**src/rtl/cos_pkg.sv**
```systemverilog
`default_nettype none

package cos_pkg;

  // ****************************************************************
  // bus geometry
  // ****************************************************************
  localparam int ADDR_W = 8;
  localparam int DATA_W = 32;
  localparam int ALARM_COUNT = 36;

  // ****************************************************************
  // register offsets (byte addresses, one word each)
  // ****************************************************************
  localparam logic [7:0] OUT2_CFG_OFS = 8'h00;
  localparam logic [7:0] OUT3_CFG_OFS = 8'h04;
  localparam logic [7:0] COMM_OFS = 8'h08;
  localparam logic [7:0] STATUS_OFS = 8'h0C;

  // ****************************************************************
  // field positions
  // ****************************************************************
  localparam int FUNC_LSB = 0;
  localparam int NC_BIT = 4;
  localparam int ALARM_LSB = 8;
  localparam int COMM_LSB = 0;
  localparam int ST_OUT2_BIT = 0;
  localparam int ST_OUT3_BIT = 1;
  localparam int ST_IN1_BIT = 2;
  localparam int ST_IN2_BIT = 3;
  localparam int ST_ANY_BIT = 4;
  localparam int ST_SRC2_BIT = 5;
  localparam int ST_SRC3_BIT = 6;

  // ****************************************************************
  // value ranges and polarity codes
  // ****************************************************************
  localparam logic [5:0] ALARM_MIN = 6'h01;
  localparam logic [5:0] ALARM_MAX = 6'h24;
  localparam logic POL_NO = 1'b0;
  localparam logic POL_NC = 1'b1;
  localparam logic [3:0] FUNC_INVALID = 4'hF;
  localparam logic [1:0] COMM_INVALID = 2'h3;

  // ****************************************************************
  // types
  // ****************************************************************
  typedef enum logic [3:0] {
    COS_FN_OFF = 4'b0000,
    COS_FN_RUN = 4'b0001,
    COS_FN_REMOTE = 4'b0010,
    COS_FN_READY = 4'b0011,
    COS_FN_STOP_ALM = 4'b0100,
    COS_FN_CONT_ALM = 4'b0101,
    COS_FN_ANY_ALM = 4'b0110,
    COS_FN_SEL_ALM = 4'b0111,
    COS_FN_RUN_TMR = 4'b1000,
    COS_FN_STOP_TMR = 4'b1001,
    COS_FN_PWR_REC = 4'b1010,
    COS_FN_ANTI_FRZ = 4'b1011,
    COS_FN_PASS1 = 4'b1100,
    COS_FN_PASS2 = 4'b1101,
    COS_FN_FILL = 4'b1110
  } cos_func_t;

  typedef enum logic [1:0] {
    COS_COMM_LOCAL = 2'b00,
    COS_COMM_DISCRETE_IO = 2'b01,
    COS_COMM_SERIAL = 2'b10
  } cos_comm_t;

  typedef struct packed {
    cos_func_t func;
    logic nc;
    logic [5:0] alarm;
  } cos_out_cfg_t;

  typedef struct packed {
    logic run;
    logic remote;
    logic temp_ready;
    logic stop_alarm;
    logic cont_alarm;
    logic run_timer;
    logic stop_timer;
    logic power_recovery;
    logic anti_freeze;
    logic auto_fill_source;
  } cos_status_t;

  typedef struct packed {
    logic [ADDR_W-1:0] addr;
    logic [DATA_W-1:0] wdata;
    logic wr;
    logic rd;
  } cos_req_t;

  // ****************************************************************
  // reset values
  // ****************************************************************
  localparam cos_out_cfg_t OUT2_RST = '{func: COS_FN_REMOTE, nc: POL_NO, alarm: ALARM_MIN};
  localparam cos_out_cfg_t OUT3_RST = '{func: COS_FN_ANY_ALM, nc: POL_NC, alarm: ALARM_MIN};
  localparam cos_comm_t COMM_RST = COS_COMM_LOCAL;

endpackage

`default_nettype wire

```
**src/rtl/cos_sync.sv**
```systemverilog
`timescale 1ns/1ps
`default_nettype none

// three-stage input synchroniser; the value moves only when stages two
// and three agree, so a single metastable sample never reaches logic
module cos_sync (
  // clock and reset
  input wire logic sys_clk,
  input wire logic reset,
  // pin side
  input wire logic pin,
  // synchronous side
  output logic level
);

  logic ff1;
  logic ff2;
  logic ff3;
  logic next_level;

  // accept a change once the last two stages agree
  always_comb begin
    next_level = level;
    if (ff2 == ff3) begin
      next_level = ff3;
    end
  end

  // shift chain; ff1 feeds only ff2
  always_ff @(posedge sys_clk or posedge reset) begin
    if (reset) begin
      ff1 <= 1'b0;
      ff2 <= 1'b0;
      ff3 <= 1'b0;
      level <= 1'b0;
    end else begin
      ff1 <= pin;
      ff2 <= ff1;
      ff3 <= ff2;
      level <= next_level;
    end
  end

endmodule // cos_sync

`default_nettype wire

```
**src/rtl/cos_top.sv**
```systemverilog
// The implementer's own choices: the strobed register port and the address map.
`timescale 1ns/1ps
`default_nettype none

module cos_top (
  // clock and reset
  input wire logic sys_clk,
  input wire logic reset,
  // register port
  input wire cos_pkg::cos_req_t bus_req,
  output logic [cos_pkg::DATA_W-1:0] bus_rdata,
  // internal status sources, same clock
  input wire cos_pkg::cos_status_t status,
  input wire logic [cos_pkg::ALARM_COUNT-1:0] alarm_active,
  // contact inputs from the customer, asynchronous pins
  input wire logic contact_in1,
  input wire logic contact_in2,
  // contact outputs, index 0 is output 2, index 1 is output 3
  output logic [1:0] contact_out,
  // selected communication mode
  output cos_pkg::cos_comm_t comm_mode,
  output logic discrete_io_mode
);

  // ****************************************************************
  // declarations
  // ****************************************************************
  // stored settings, index 0 is output 2 and index 1 is output 3
  cos_pkg::cos_out_cfg_t [1:0] cfg;
  cos_pkg::cos_out_cfg_t [1:0] next_cfg;
  cos_pkg::cos_comm_t next_comm_mode;
  logic next_discrete_io_mode;
  // read path
  logic [cos_pkg::DATA_W-1:0] next_bus_rdata;
  // contact path, before and after polarity
  logic [1:0] next_contact_out;
  logic [1:0] src_level;
  // conditioned pins and the alarm summary
  logic [1:0] in_level;
  logic any_alarm;

  // ****************************************************************
  // functions
  // ****************************************************************

  // true when the alarm number lies in the legal window
  function automatic logic alarm_in_range(input logic [5:0] num);
    alarm_in_range = (num >= cos_pkg::ALARM_MIN) && (num <= cos_pkg::ALARM_MAX);
  endfunction

  // merge a write into one output's settings
  // the lock looks at the source stored before this write, so software
  // picks the selected-alarm source first and sets the number after
  function automatic cos_pkg::cos_out_cfg_t cfg_write(
    input cos_pkg::cos_out_cfg_t cur,
    input logic [cos_pkg::DATA_W-1:0] wd
  );
    logic [3:0] fn;
    logic [5:0] num;
    cfg_write = cur;
    fn = wd[cos_pkg::FUNC_LSB +: 4];
    num = wd[cos_pkg::ALARM_LSB +: 6];
    // unused code 15 leaves the source as it was
    // but the polarity bit still lands, so one word can flip polarity alone
    if (fn != cos_pkg::FUNC_INVALID) begin
      cfg_write.func = cos_pkg::cos_func_t'(fn);
    end
    cfg_write.nc = wd[cos_pkg::NC_BIT];
    // locked unless the stored source is the selected alarm
    if ((cur.func == cos_pkg::COS_FN_SEL_ALM) && alarm_in_range(num)) begin
      cfg_write.alarm = num;
    end
  endfunction

  // read image of one output's settings
  function automatic logic [cos_pkg::DATA_W-1:0] cfg_read(
    input cos_pkg::cos_out_cfg_t cur
  );
    cfg_read = '0;
    cfg_read[cos_pkg::FUNC_LSB +: 4] = cur.func;
    cfg_read[cos_pkg::NC_BIT] = cur.nc;
    // hidden while another source is chosen
    if (cur.func == cos_pkg::COS_FN_SEL_ALM) begin
      cfg_read[cos_pkg::ALARM_LSB +: 6] = cur.alarm;
    end
  endfunction

  // one output's logical source before polarity
  // the alarm index is used only once the range guard has passed, so a
  // number outside the window can never read past the alarm vector
  function automatic logic pick_source(
    input cos_pkg::cos_out_cfg_t cur,
    input cos_pkg::cos_status_t st,
    input logic [cos_pkg::ALARM_COUNT-1:0] alm,
    input logic any,
    input logic [1:0] ins
  );
    logic [5:0] idx;
    idx = cur.alarm - cos_pkg::ALARM_MIN;
    case (cur.func)
      cos_pkg::COS_FN_OFF: begin
        pick_source = 1'b0;
      end
      cos_pkg::COS_FN_RUN: begin
        pick_source = st.run;
      end
      cos_pkg::COS_FN_REMOTE: begin
        pick_source = st.remote;
      end
      cos_pkg::COS_FN_READY: begin
        pick_source = st.temp_ready;
      end
      cos_pkg::COS_FN_STOP_ALM: begin
        pick_source = st.stop_alarm;
      end
      cos_pkg::COS_FN_CONT_ALM: begin
        pick_source = st.cont_alarm;
      end
      cos_pkg::COS_FN_ANY_ALM: begin
        pick_source = any;
      end
      cos_pkg::COS_FN_SEL_ALM: begin
        // guard keeps the index inside the vector
        // a stale out-of-range number reads as inactive
        if (alarm_in_range(cur.alarm)) begin
          pick_source = alm[idx];
        end else begin
          pick_source = 1'b0;
        end
      end
      cos_pkg::COS_FN_RUN_TMR: begin
        pick_source = st.run_timer;
      end
      cos_pkg::COS_FN_STOP_TMR: begin
        pick_source = st.stop_timer;
      end
      cos_pkg::COS_FN_PWR_REC: begin
        pick_source = st.power_recovery;
      end
      cos_pkg::COS_FN_ANTI_FRZ: begin
        pick_source = st.anti_freeze;
      end
      cos_pkg::COS_FN_PASS1: begin
        pick_source = ins[0];
      end
      cos_pkg::COS_FN_PASS2: begin
        pick_source = ins[1];
      end
      cos_pkg::COS_FN_FILL: begin
        pick_source = st.auto_fill_source;
      end
      default: begin
        pick_source = 1'b0;
      end
    endcase
  endfunction

  // ****************************************************************
  // contact input conditioning
  // ****************************************************************

  // pins come from the customer's side, so each passes a synchroniser
  // the pins are also readable in the status word for wiring checks
  cos_sync u_sync_in1 (
    .sys_clk(sys_clk),
    .reset(reset),
    .pin(contact_in1),
    .level(in_level[0])
  );

  cos_sync u_sync_in2 (
    .sys_clk(sys_clk),
    .reset(reset),
    .pin(contact_in2),
    .level(in_level[1])
  );

  // ****************************************************************
  // alarm summary
  // ****************************************************************

  // any single active alarm raises the summary
  // plain or-reduction, nothing latched: the summary follows the inputs
  assign any_alarm = |alarm_active;

  // ****************************************************************
  // configuration registers
  // ****************************************************************

  // write decode; a write to an unmapped offset is dropped
  // a write is one cycle, so new settings show from the next edge
  always_comb begin
    next_cfg = cfg;
    next_comm_mode = comm_mode;
    if (bus_req.wr) begin
      if (bus_req.addr == cos_pkg::OUT2_CFG_OFS) begin
        next_cfg[0] = cfg_write(cfg[0], bus_req.wdata);
      end else if (bus_req.addr == cos_pkg::OUT3_CFG_OFS) begin
        next_cfg[1] = cfg_write(cfg[1], bus_req.wdata);
      end else if (bus_req.addr == cos_pkg::COMM_OFS) begin
        // reserved code 3 keeps the current mode
        if (bus_req.wdata[cos_pkg::COMM_LSB +: 2] != cos_pkg::COMM_INVALID) begin
          next_comm_mode = cos_pkg::cos_comm_t'(bus_req.wdata[cos_pkg::COMM_LSB +: 2]);
        end
      end
    end
  end

  // settings take their defaults in reset and hold them until written
  // the reset level of every setting is a package constant
  always_ff @(posedge sys_clk or posedge reset) begin
    if (reset) begin
      cfg[0] <= cos_pkg::OUT2_RST;
      cfg[1] <= cos_pkg::OUT3_RST;
      comm_mode <= cos_pkg::COMM_RST;
      discrete_io_mode <= (cos_pkg::COMM_RST == cos_pkg::COS_COMM_DISCRETE_IO);
    end else begin
      cfg <= next_cfg;
      comm_mode <= next_comm_mode;
      discrete_io_mode <= next_discrete_io_mode;
    end
  end

  // flag for the discrete io mode, decoded ahead of the register so the
  // flag leaves a flip-flop and moves in the same cycle as the mode
  assign next_discrete_io_mode = (next_comm_mode == cos_pkg::COS_COMM_DISCRETE_IO);

  // ****************************************************************
  // read port
  // ****************************************************************

  // read data stand for exactly one cycle after the strobe
  // status bits are a snapshot of the cycle in which the strobe is seen
  always_comb begin
    next_bus_rdata = '0;
    if (bus_req.rd) begin
      if (bus_req.addr == cos_pkg::OUT2_CFG_OFS) begin
        next_bus_rdata = cfg_read(cfg[0]);
      end else if (bus_req.addr == cos_pkg::OUT3_CFG_OFS) begin
        next_bus_rdata = cfg_read(cfg[1]);
      end else if (bus_req.addr == cos_pkg::COMM_OFS) begin
        next_bus_rdata[cos_pkg::COMM_LSB +: 2] = comm_mode;
      end else if (bus_req.addr == cos_pkg::STATUS_OFS) begin
        next_bus_rdata[cos_pkg::ST_OUT2_BIT] = contact_out[0];
        next_bus_rdata[cos_pkg::ST_OUT3_BIT] = contact_out[1];
        next_bus_rdata[cos_pkg::ST_IN1_BIT] = in_level[0];
        next_bus_rdata[cos_pkg::ST_IN2_BIT] = in_level[1];
        next_bus_rdata[cos_pkg::ST_ANY_BIT] = any_alarm;
        next_bus_rdata[cos_pkg::ST_SRC2_BIT] = src_level[0];
        next_bus_rdata[cos_pkg::ST_SRC3_BIT] = src_level[1];
      end
    end
  end

  // read data register
  always_ff @(posedge sys_clk or posedge reset) begin
    if (reset) begin
      bus_rdata <= '0;
    end else begin
      bus_rdata <= next_bus_rdata;
    end
  end

  // ****************************************************************
  // contact output drive
  // ****************************************************************

  // both outputs share the same selector and polarity stage
  // limitation: a pin change takes about five edges to reach the contact,
  // three synchroniser stages, one to agree and this output register
  for (genvar gi = 0; gi < 2; gi++) begin : g_out
    always_comb begin
      src_level[gi] = pick_source(cfg[gi], status, alarm_active, any_alarm, in_level);
      // polarity as a final xor; inactive source still honours it
      next_contact_out[gi] = src_level[gi] ^ cfg[gi].nc;
    end
  end

  // registered contacts; the reset level equals the default polarity
  // with an inactive source, so no glitch on leaving reset
  always_ff @(posedge sys_clk or posedge reset) begin
    if (reset) begin
      contact_out[0] <= cos_pkg::OUT2_RST.nc;
      contact_out[1] <= cos_pkg::OUT3_RST.nc;
    end else begin
      contact_out <= next_contact_out;
    end
  end

endmodule // cos_top

`default_nettype wire

```
**config.mk**
```make
export PLATFORM = sky130hd
export DESIGN_NAME = cos_top
export DESIGN_NICKNAME = d
export VERILOG_FILES = /design/src/rtl/cos_pkg.sv /design/src/rtl/cos_sync.sv /design/src/rtl/cos_top.sv
export SDC_FILE = /design/constraint.sdc
export NUM_CORES = 1
export LEC_CHECK = 0
export ABC_AREA = 1
export BUFFER_PORTS_ARGS = -buffer_cell sky130_fd_sc_hd__clkbuf_2
export CORE_ASPECT_RATIO = 0.5
export CORE_MARGIN = 2
export CORE_UTILIZATION = 40
export CTS_CLUSTER_DIAMETER = 60
export CTS_CLUSTER_SIZE = 25
export DETAILED_ROUTE_END_ITERATION = 6
export PLACE_DENSITY = 0.7
export SLEW_MARGIN = 20
export SYNTH_ARGS = -nofsm -noshare
export SYNTH_HDL_FRONTEND = slang
export SYNTH_SLANG_ARGS = --single-unit
```
**constraint.sdc**
```tcl
create_clock -name sys_clk -period 2.3 [get_ports sys_clk]
set_input_delay 0.23 -clock sys_clk [delete_from_list [all_inputs] [get_ports sys_clk]]
set_output_delay 0.23 -clock sys_clk [all_outputs]
set_load 0.02 [all_outputs]
```
# Yosys cells after proc, flatten, opt, wreduce, memory -nomap -nowiden
# Index checks and enable logic that the tools add are counted.
[totals] regBits=67 inputBits=92 word_cells=102
[op_classes] add_sub_neg=2 magnitude_cmp=8 n_eq_ne=36 n_mux=22 bitwise=3 n_reduce_logical=13
[ops] op="4-bit == test (second input constant)" n=14
[ops] op="36-bit OR reduction" n=1
[ops] op="4-bit by 3-bit == test with 1-bit output (second input constant)" n=8
[ops] op="14-bit 2-to-1 mux" n=2
[ops] op="1-bit case mux with 14 select lines" n=2
[ops] op="7-bit 2-to-1 mux" n=3
[ops] op="6-bit by 1-bit >= comparator with 1-bit output (second input constant)" n=3
[ops] op="6-bit less-or-equal comparator (second input constant)" n=3
[ops] op="4-bit by 2-bit == test with 1-bit output (second input constant)" n=4
[ops] op="8-bit by 4-bit == test with 1-bit output (second input constant)" n=2
[ops] op="6-bit by 7-bit < comparator with 1-bit output (second input constant)" n=2
[ops] op="1-bit binary-select mux with 6-bit select" n=2
[ops] op="2-bit 2-to-1 mux" n=6
[ops] op="6-bit 2-to-1 mux" n=2
[ops] op="6-bit by 1-bit subtractor with 6-bit output (second input constant)" n=2
[ops] op="3-bit AND reduction" n=3
[ops] op="4-bit by 1-bit == test with 1-bit output (second input constant)" n=2
[ops] op="8-bit by 3-bit == test with 1-bit output (second input constant)" n=1
[ops] op="8-bit zero test" n=1
[ops] op="4-bit AND reduction" n=2
[ops] op="1-bit logical AND" n=5
[ops] op="5-bit 2-to-1 mux" n=1
[ops] op="1-bit 2-to-1 mux" n=4
[ops] op="4-bit != test (second input constant)" n=1
[ops] op="6 further kinds" n=8

# Longest topological paths before layout
[depth] word_depth=10 depth_mapped=15 ltp_nobuf=14

# Hierarchy
# Synthesis repeated with hierarchy kept, for this count alone.
[hier_totals] hier_cells=556 area_unflattened_um2=3686.0
[by_module_without_submodules] mod="cos_top" instances=1 cells_each=538 area_per_inst_um2=3445.8 seq_area_each_um2=1009.7
[by_module_without_submodules] mod="cos_sync" instances=2 cells_each=9 area_per_inst_um2=120.1 seq_area_each_um2=100.1

# Worst setup path before layout
# Ideal clock, no wire load.
[synth_path] path_type="register -> register" start="reg cfg[11] (netlist name)" end="reg contact_out[1]" t_arrival_ns=1.998 required_time_ns=2.239 path_slack_ns=0.242 stages_incl_launch_ff=15 path_buffers=2 cell_sequence="dfstp_2 inv_2 buf_4 ha_1 buf_4 clkinv_1 nand3_1 nand3_1 nand3_1 nand3_1 nand3_1 nand2_1 nand2_1 nand2_1 nand2_1"
[synth_via] elab_chain_cells=6
[synth_rtl] element="start, declared" line_no="cos_top.sv:29" text="cos_pkg::cos_out_cfg_t [1:0] cfg;"
[synth_rtl] element="start signal, assigned" line_no="cos_top.sv:218" text="cfg <= next_cfg;"
[synth_rtl] element="6-bit by 1-bit subtractor with 6-bit output" line_no="cos_top.sv:99" text="idx = cur.alarm - cos_pkg::ALARM_MIN;"
[synth_rtl] element="1-bit binary-select mux with 6-bit select" line_no="cos_top.sv:126" text="pick_source = alm[idx];"
[synth_rtl] element="1-bit 2-to-1 mux (implied by the code)" line_no="cos_top.sv:126"
[synth_rtl] element="1-bit 2-to-1 mux *" line_no="cos_top.sv:125" text="if (alarm_in_range(cur.alarm)) begin"
[synth_rtl] element="1-bit case mux with 14 select lines *" line_no="cos_top.sv:100" text="case (cur.func)"
[synth_rtl] element="1-bit XOR *" line_no="cos_top.sv:275" text="next_contact_out[gi] = src_level[gi] ^ cfg[gi].nc;"
[synth_rtl] element="net next_contact_out[1]" line_no="cos_top.sv:36" text="logic [1:0] next_contact_out;"
[synth_rtl] element="end signal, assigned" line_no="cos_top.sv:284" text="contact_out[1] <= cos_pkg::OUT3_RST.nc;"
[synth_rtl] element="end signal, assigned" line_no="cos_top.sv:286" text="contact_out <= next_contact_out;"
[synth_rtl] element="end, declared" line_no="cos_top.sv:19" text="output logic [1:0] contact_out,"
# The timed path passes the listed nets; every way through them passes the cells marked *. The select of a mux whose other input is x is not followed.
# A chain may end at the register's enable or synchronous reset.

# Worst setup path in the final report
[layout_path] start="reg cfg[11] (netlist name)" end="reg bus_rdata[6] (netlist name)"
[layout_via] elab_chain_cells=10
[layout_rtl] element="6-bit by 1-bit subtractor with 6-bit output" line_no="cos_top.sv:99"
[layout_rtl] element="1-bit binary-select mux with 6-bit select" line_no="cos_top.sv:126"
[layout_rtl] element="1-bit 2-to-1 mux (implied by the code)" line_no="cos_top.sv:126"
[layout_rtl] element="1-bit 2-to-1 mux *" line_no="cos_top.sv:125"
[layout_rtl] element="1-bit case mux with 14 select lines *" line_no="cos_top.sv:100"
[layout_rtl] element="7-bit 2-to-1 mux *" line_no="cos_top.sv:243" text="end else if (bus_req.addr == cos_pkg::STATUS_OFS) begin"
[layout_rtl] element="5-bit 2-to-1 mux *" line_no="cos_top.sv:241" text="end else if (bus_req.addr == cos_pkg::COMM_OFS) begin"
[layout_rtl] element="7-bit 2-to-1 mux *" line_no="cos_top.sv:239" text="end else if (bus_req.addr == cos_pkg::OUT3_CFG_OFS) begin"
[layout_rtl] element="14-bit 2-to-1 mux *" line_no="cos_top.sv:237" text="if (bus_req.addr == cos_pkg::OUT2_CFG_OFS) begin"
[layout_rtl] element="14-bit 2-to-1 mux *" line_no="cos_top.sv:236" text="if (bus_req.rd) begin"
[layout_rtl] element="net next_bus_rdata (one bit)" line_no="cos_top.sv:34" text="logic [cos_pkg::DATA_W-1:0] next_bus_rdata;"
[layout_rtl] element="end signal, assigned" line_no="cos_top.sv:260" text="bus_rdata <= next_bus_rdata;"
[layout_rtl] element="end, declared" line_no="cos_top.sv:11" text="output logic [cos_pkg::DATA_W-1:0] bus_rdata,"
# Marks and branches as above.

==> results.json <==
{
  "status": "completed",
  "yosys_warnings": 0,
  "setup_viol": 0,
  "diodes": 0,
  "drc": 0,
  "synth-simple-area-share_pct": 40.9,
  "slowest_stage": "dfstp_2",
  "placed_cell_area_um2": 4170,
  "muxShareOfSynthArea_pct": 0,
  "final_cells": 749,
  "rows": 24,
  "drt_pass1_iterations": 6,
  "syn2layout_area_growth_pct": 17.4,
  "end_kind": "flop",
  "path_class": "flop to flop",
  "cts_inserted_buffers": 5,
  "ir_worst_vdd_mv": 0.300,
  "htreeDepth": 2,
  "start_util_pct": 41.8,
  "dp.cells": 741,
  "viasPerCell": 5.11,
  "io_pins": 129,
  "die-area_um2": 10000,
  "synth_area_per_cell_um2": 6.83,
  "grt_pass1_wl_um": 16800,
  "wl_um": 10400,
  "max_freq_mhz": 475,
  "drtIter0Drc": 245,
  "cts_buffer_depth": 2,
  "synthFlopType": "dfrtp_1",
  "synth_top_family_by_area": "simple AND/OR/NAND/NOR gates",
  "critPathLaunchType": "flop",
  "die_w_um": 140,
  "grt_overflow": 0,
  "routabilityCongestion": 0.922,
  "fin_nets": 729,
  "rsz0062_at_grt": "no",
  "cap_violations": 0,
  "synthXorXnorAreaFrac_pct": 0.475,
  "cts_tree": "built",
  "final_hold_viol_count": 0,
  "grt_max_degree": 49,
  "core_um2": 8830,
  "synth_edf_count": 0,
  "synth_compound_area_share_pct": 10.6,
  "yosys-top-cells-area": "dfrtp_1, nand2_1, nand3_1",
  "cts.sinks": 48,
  "p_per_area_nw_per_um2": 448,
  "slew_headroom_pct": 60.1,
  "port_buffers": 88,
  "clkTransAtPathRegs_ns": 0.06,
  "critical_path_required_ns": 2.50,
  "ant_nets": 0,
  "synthArstFlopShare_pct": 100,
  "synth-seq-cells": 48,
  "path_common_cell": "nand3_1",
  "synth.most_common_cell": "nand2_1",
  "seq_area_frac_synth_pct": 32.8,
  "whs_ns": 0.0479,
  "cp.arrival_ns": 2.30,
  "drv_slew": 0,
  "synthCells": 540,
  "clk_latency_ns": 0.28,
  "vias": 3831,
  "layout-drive-gt1-share_pct": 23.6,
  "synthAdderAreaFrac_pct": 2.58,
  "critPathMaxFanout": 10,
  "place_hpwl_um": 8090,
  "postCtsHoldBufs": 0,
  "setup_tns_ns": 0,
  "syn_area_um2": 3690,
  "p_leak_nw": 2.26,
  "worstMarginPinSlew_ns": 0.599,
  "cts_root_buffer": "clkbuf_16",
  "post_drt_wl_per_cell_um": 13.9,
  "slowest_delay_ns": 0.54,
  "synth_top_area_share_pct": 27.8,
  "yosysTopAreaCell": "dfrtp_1",
  "die_y_um": 71.9,
  "crit_chain": "inv_2 -> ha_1 -> clkinv_1 -> nand3_1 -> nand3_1 -> nand3_1 -> nand3_1 -> nand3_1 -> nand2_1 -> a21oi_1",
  "fin_crit_sh_pct": 91.6,
  "antenna_found_initial": 0,
  "synthTopCellsByCount": "nand2_1, nand3_1, inv_1, dfrtp_1, nor2_1",
  "stdcell_area_um2": 4330,
  "track_usage_pct": 20.4,
  "period_minus_slack_ns": 2.11,
  "grt_pass1_vias": 3559,
  "hp-class": "input port to flop",
  "skew_ns": 0.00348,
  "netlist-cell-type-count": 41
}
[worst max-delay path, delay by kind of cell, from the launching register on]
| kind | cells | cell delay [ns] |
|---|---|---|
| simple gates | 6 | 0.68 |
| buf+inv | 2 | 0.33 |
| compound gates | 1 | 0.19 |
| fa+ha+maj | 1 | 0.29 |
| flops | 1 | 0.54 |
[metrics by stage]
stage	total power, mW	utilization, %	setup slack [ns]
2_1_floorplan	1.10	-	0.242
3_3_place_gp	1.21	47.2	0.160
3_5_place_dp	1.21	47.2	0.161
4_1_cts	1.95	48.9	0.153
5_1_grt	2.02	49.0	0.0448
6_report	1.94	49.0	0.194
[logic make-up (layout without fill, tap and decap cells)]
family,count (synthesis),in the layout
AO/OA/AOI/OAI,63,63
XOR/XNOR,2,2
adder cells (fa/ha/maj),8,8
buffers and inverters,90,164
flip-flops,48,48
other,1,19
AND/OR/NAND/NOR,328,328
[sequential cells by signal (all words and copies together) (netlist names)]
register	count
discrete_io_mode	1
contact_out	2
u_sync_in1.level	1
u_sync_in1.ff1	1
bus_rdata	13
cfg	22
u_sync_in2.ff1	1
u_sync_in2.ff2	1
u_sync_in1.ff3	1
u_sync_in1.ff2	1
u_sync_in2.level	1
comm_mode	2
u_sync_in2.ff3	1
[worst paths after layout]
check / startpoint / end / slack (ns) / cells past startpoint
setup / recovery: cfg[11]$_DFFE_PP1P_ / bus_rdata[6]$_DFF_PP0_ / 0.19 / 10
hold / removal: contact_in1 / u_sync_in1.ff1$_DFF_PP0_ / 0.05 / 1
setup reg to reg: cfg[11]$_DFFE_PP1P_ / bus_rdata[6]$_DFF_PP0_ / 0.19 / 10
hold reg to reg: u_sync_in2.ff1$_DFF_PP0_ / u_sync_in2.ff2$_DFF_PP0_ / 0.35 / 0
max in group asynchronous: reset / bus_rdata[4]$_DFF_PP0_ / 1.81 / 3
min in group asynchronous: reset / bus_rdata[0]$_DFF_PP0_ / 0.08 / 3
[cell usage in the layout (no fill, tap or decap), types with 3 or more instances in the layout]
master | Yosys | layout
a21oi_1 | 16 | 16
a22oi_1 | 4 | 4
buf_4 | 22 | 9
clkbuf_16 | 0 | 5
clkbuf_2 | 0 | 88
conb_1 | 1 | 19
dfrtp_1 | 41 | 41
dfstp_2 | 7 | 7
ha_1 | 6 | 6
inv_1 | 54 | 53
inv_2 | 2 | 3
nand2_1 | 151 | 150
nand2_2 | 9 | 10
nand3_1 | 100 | 100
nand3_2 | 3 | 3
nand3b_1 | 3 | 3
nand4_1 | 6 | 6
nor2_1 | 39 | 39
nor2_2 | 5 | 5
nor3_1 | 4 | 4
o21ai_0 | 23 | 23
o21ai_2 | 10 | 10
[power breakdown]
part           leakage, nW  switching (mW)  internal [mW]  total [mW]
clock               0.0701           0.306          0.433       0.739
combinational         1.61           0.195          0.103       0.298
sequential           0.582          0.0262          0.877       0.903
[metal layers]
layer / GRT usage (%) / wire [µm]
met1: 28.2 / 4780
met4: 4.89 / 137
met2: 34.1 / 4730
met3: 3.28 / 729
met5: 0 / 0
[area by class of cell]
cell class	count	area, µm²
Inverter	59	228
Timing Repair Buffer	97	508
Sequential cell	48	1210
Tap cell	117	146
Clock buffer	7	143
Clock inverter	1	7.51
Fill cell	904	4500
Multi-Input combinational cell	420	2080
[what timing repair did]
action                     4_1_cts  5_1_grt
setup endpoints to repair        0        2
resized for setup                0        2
buffers inserted                 0        0
Note: power is estimated with default switching activity, not from simulation.
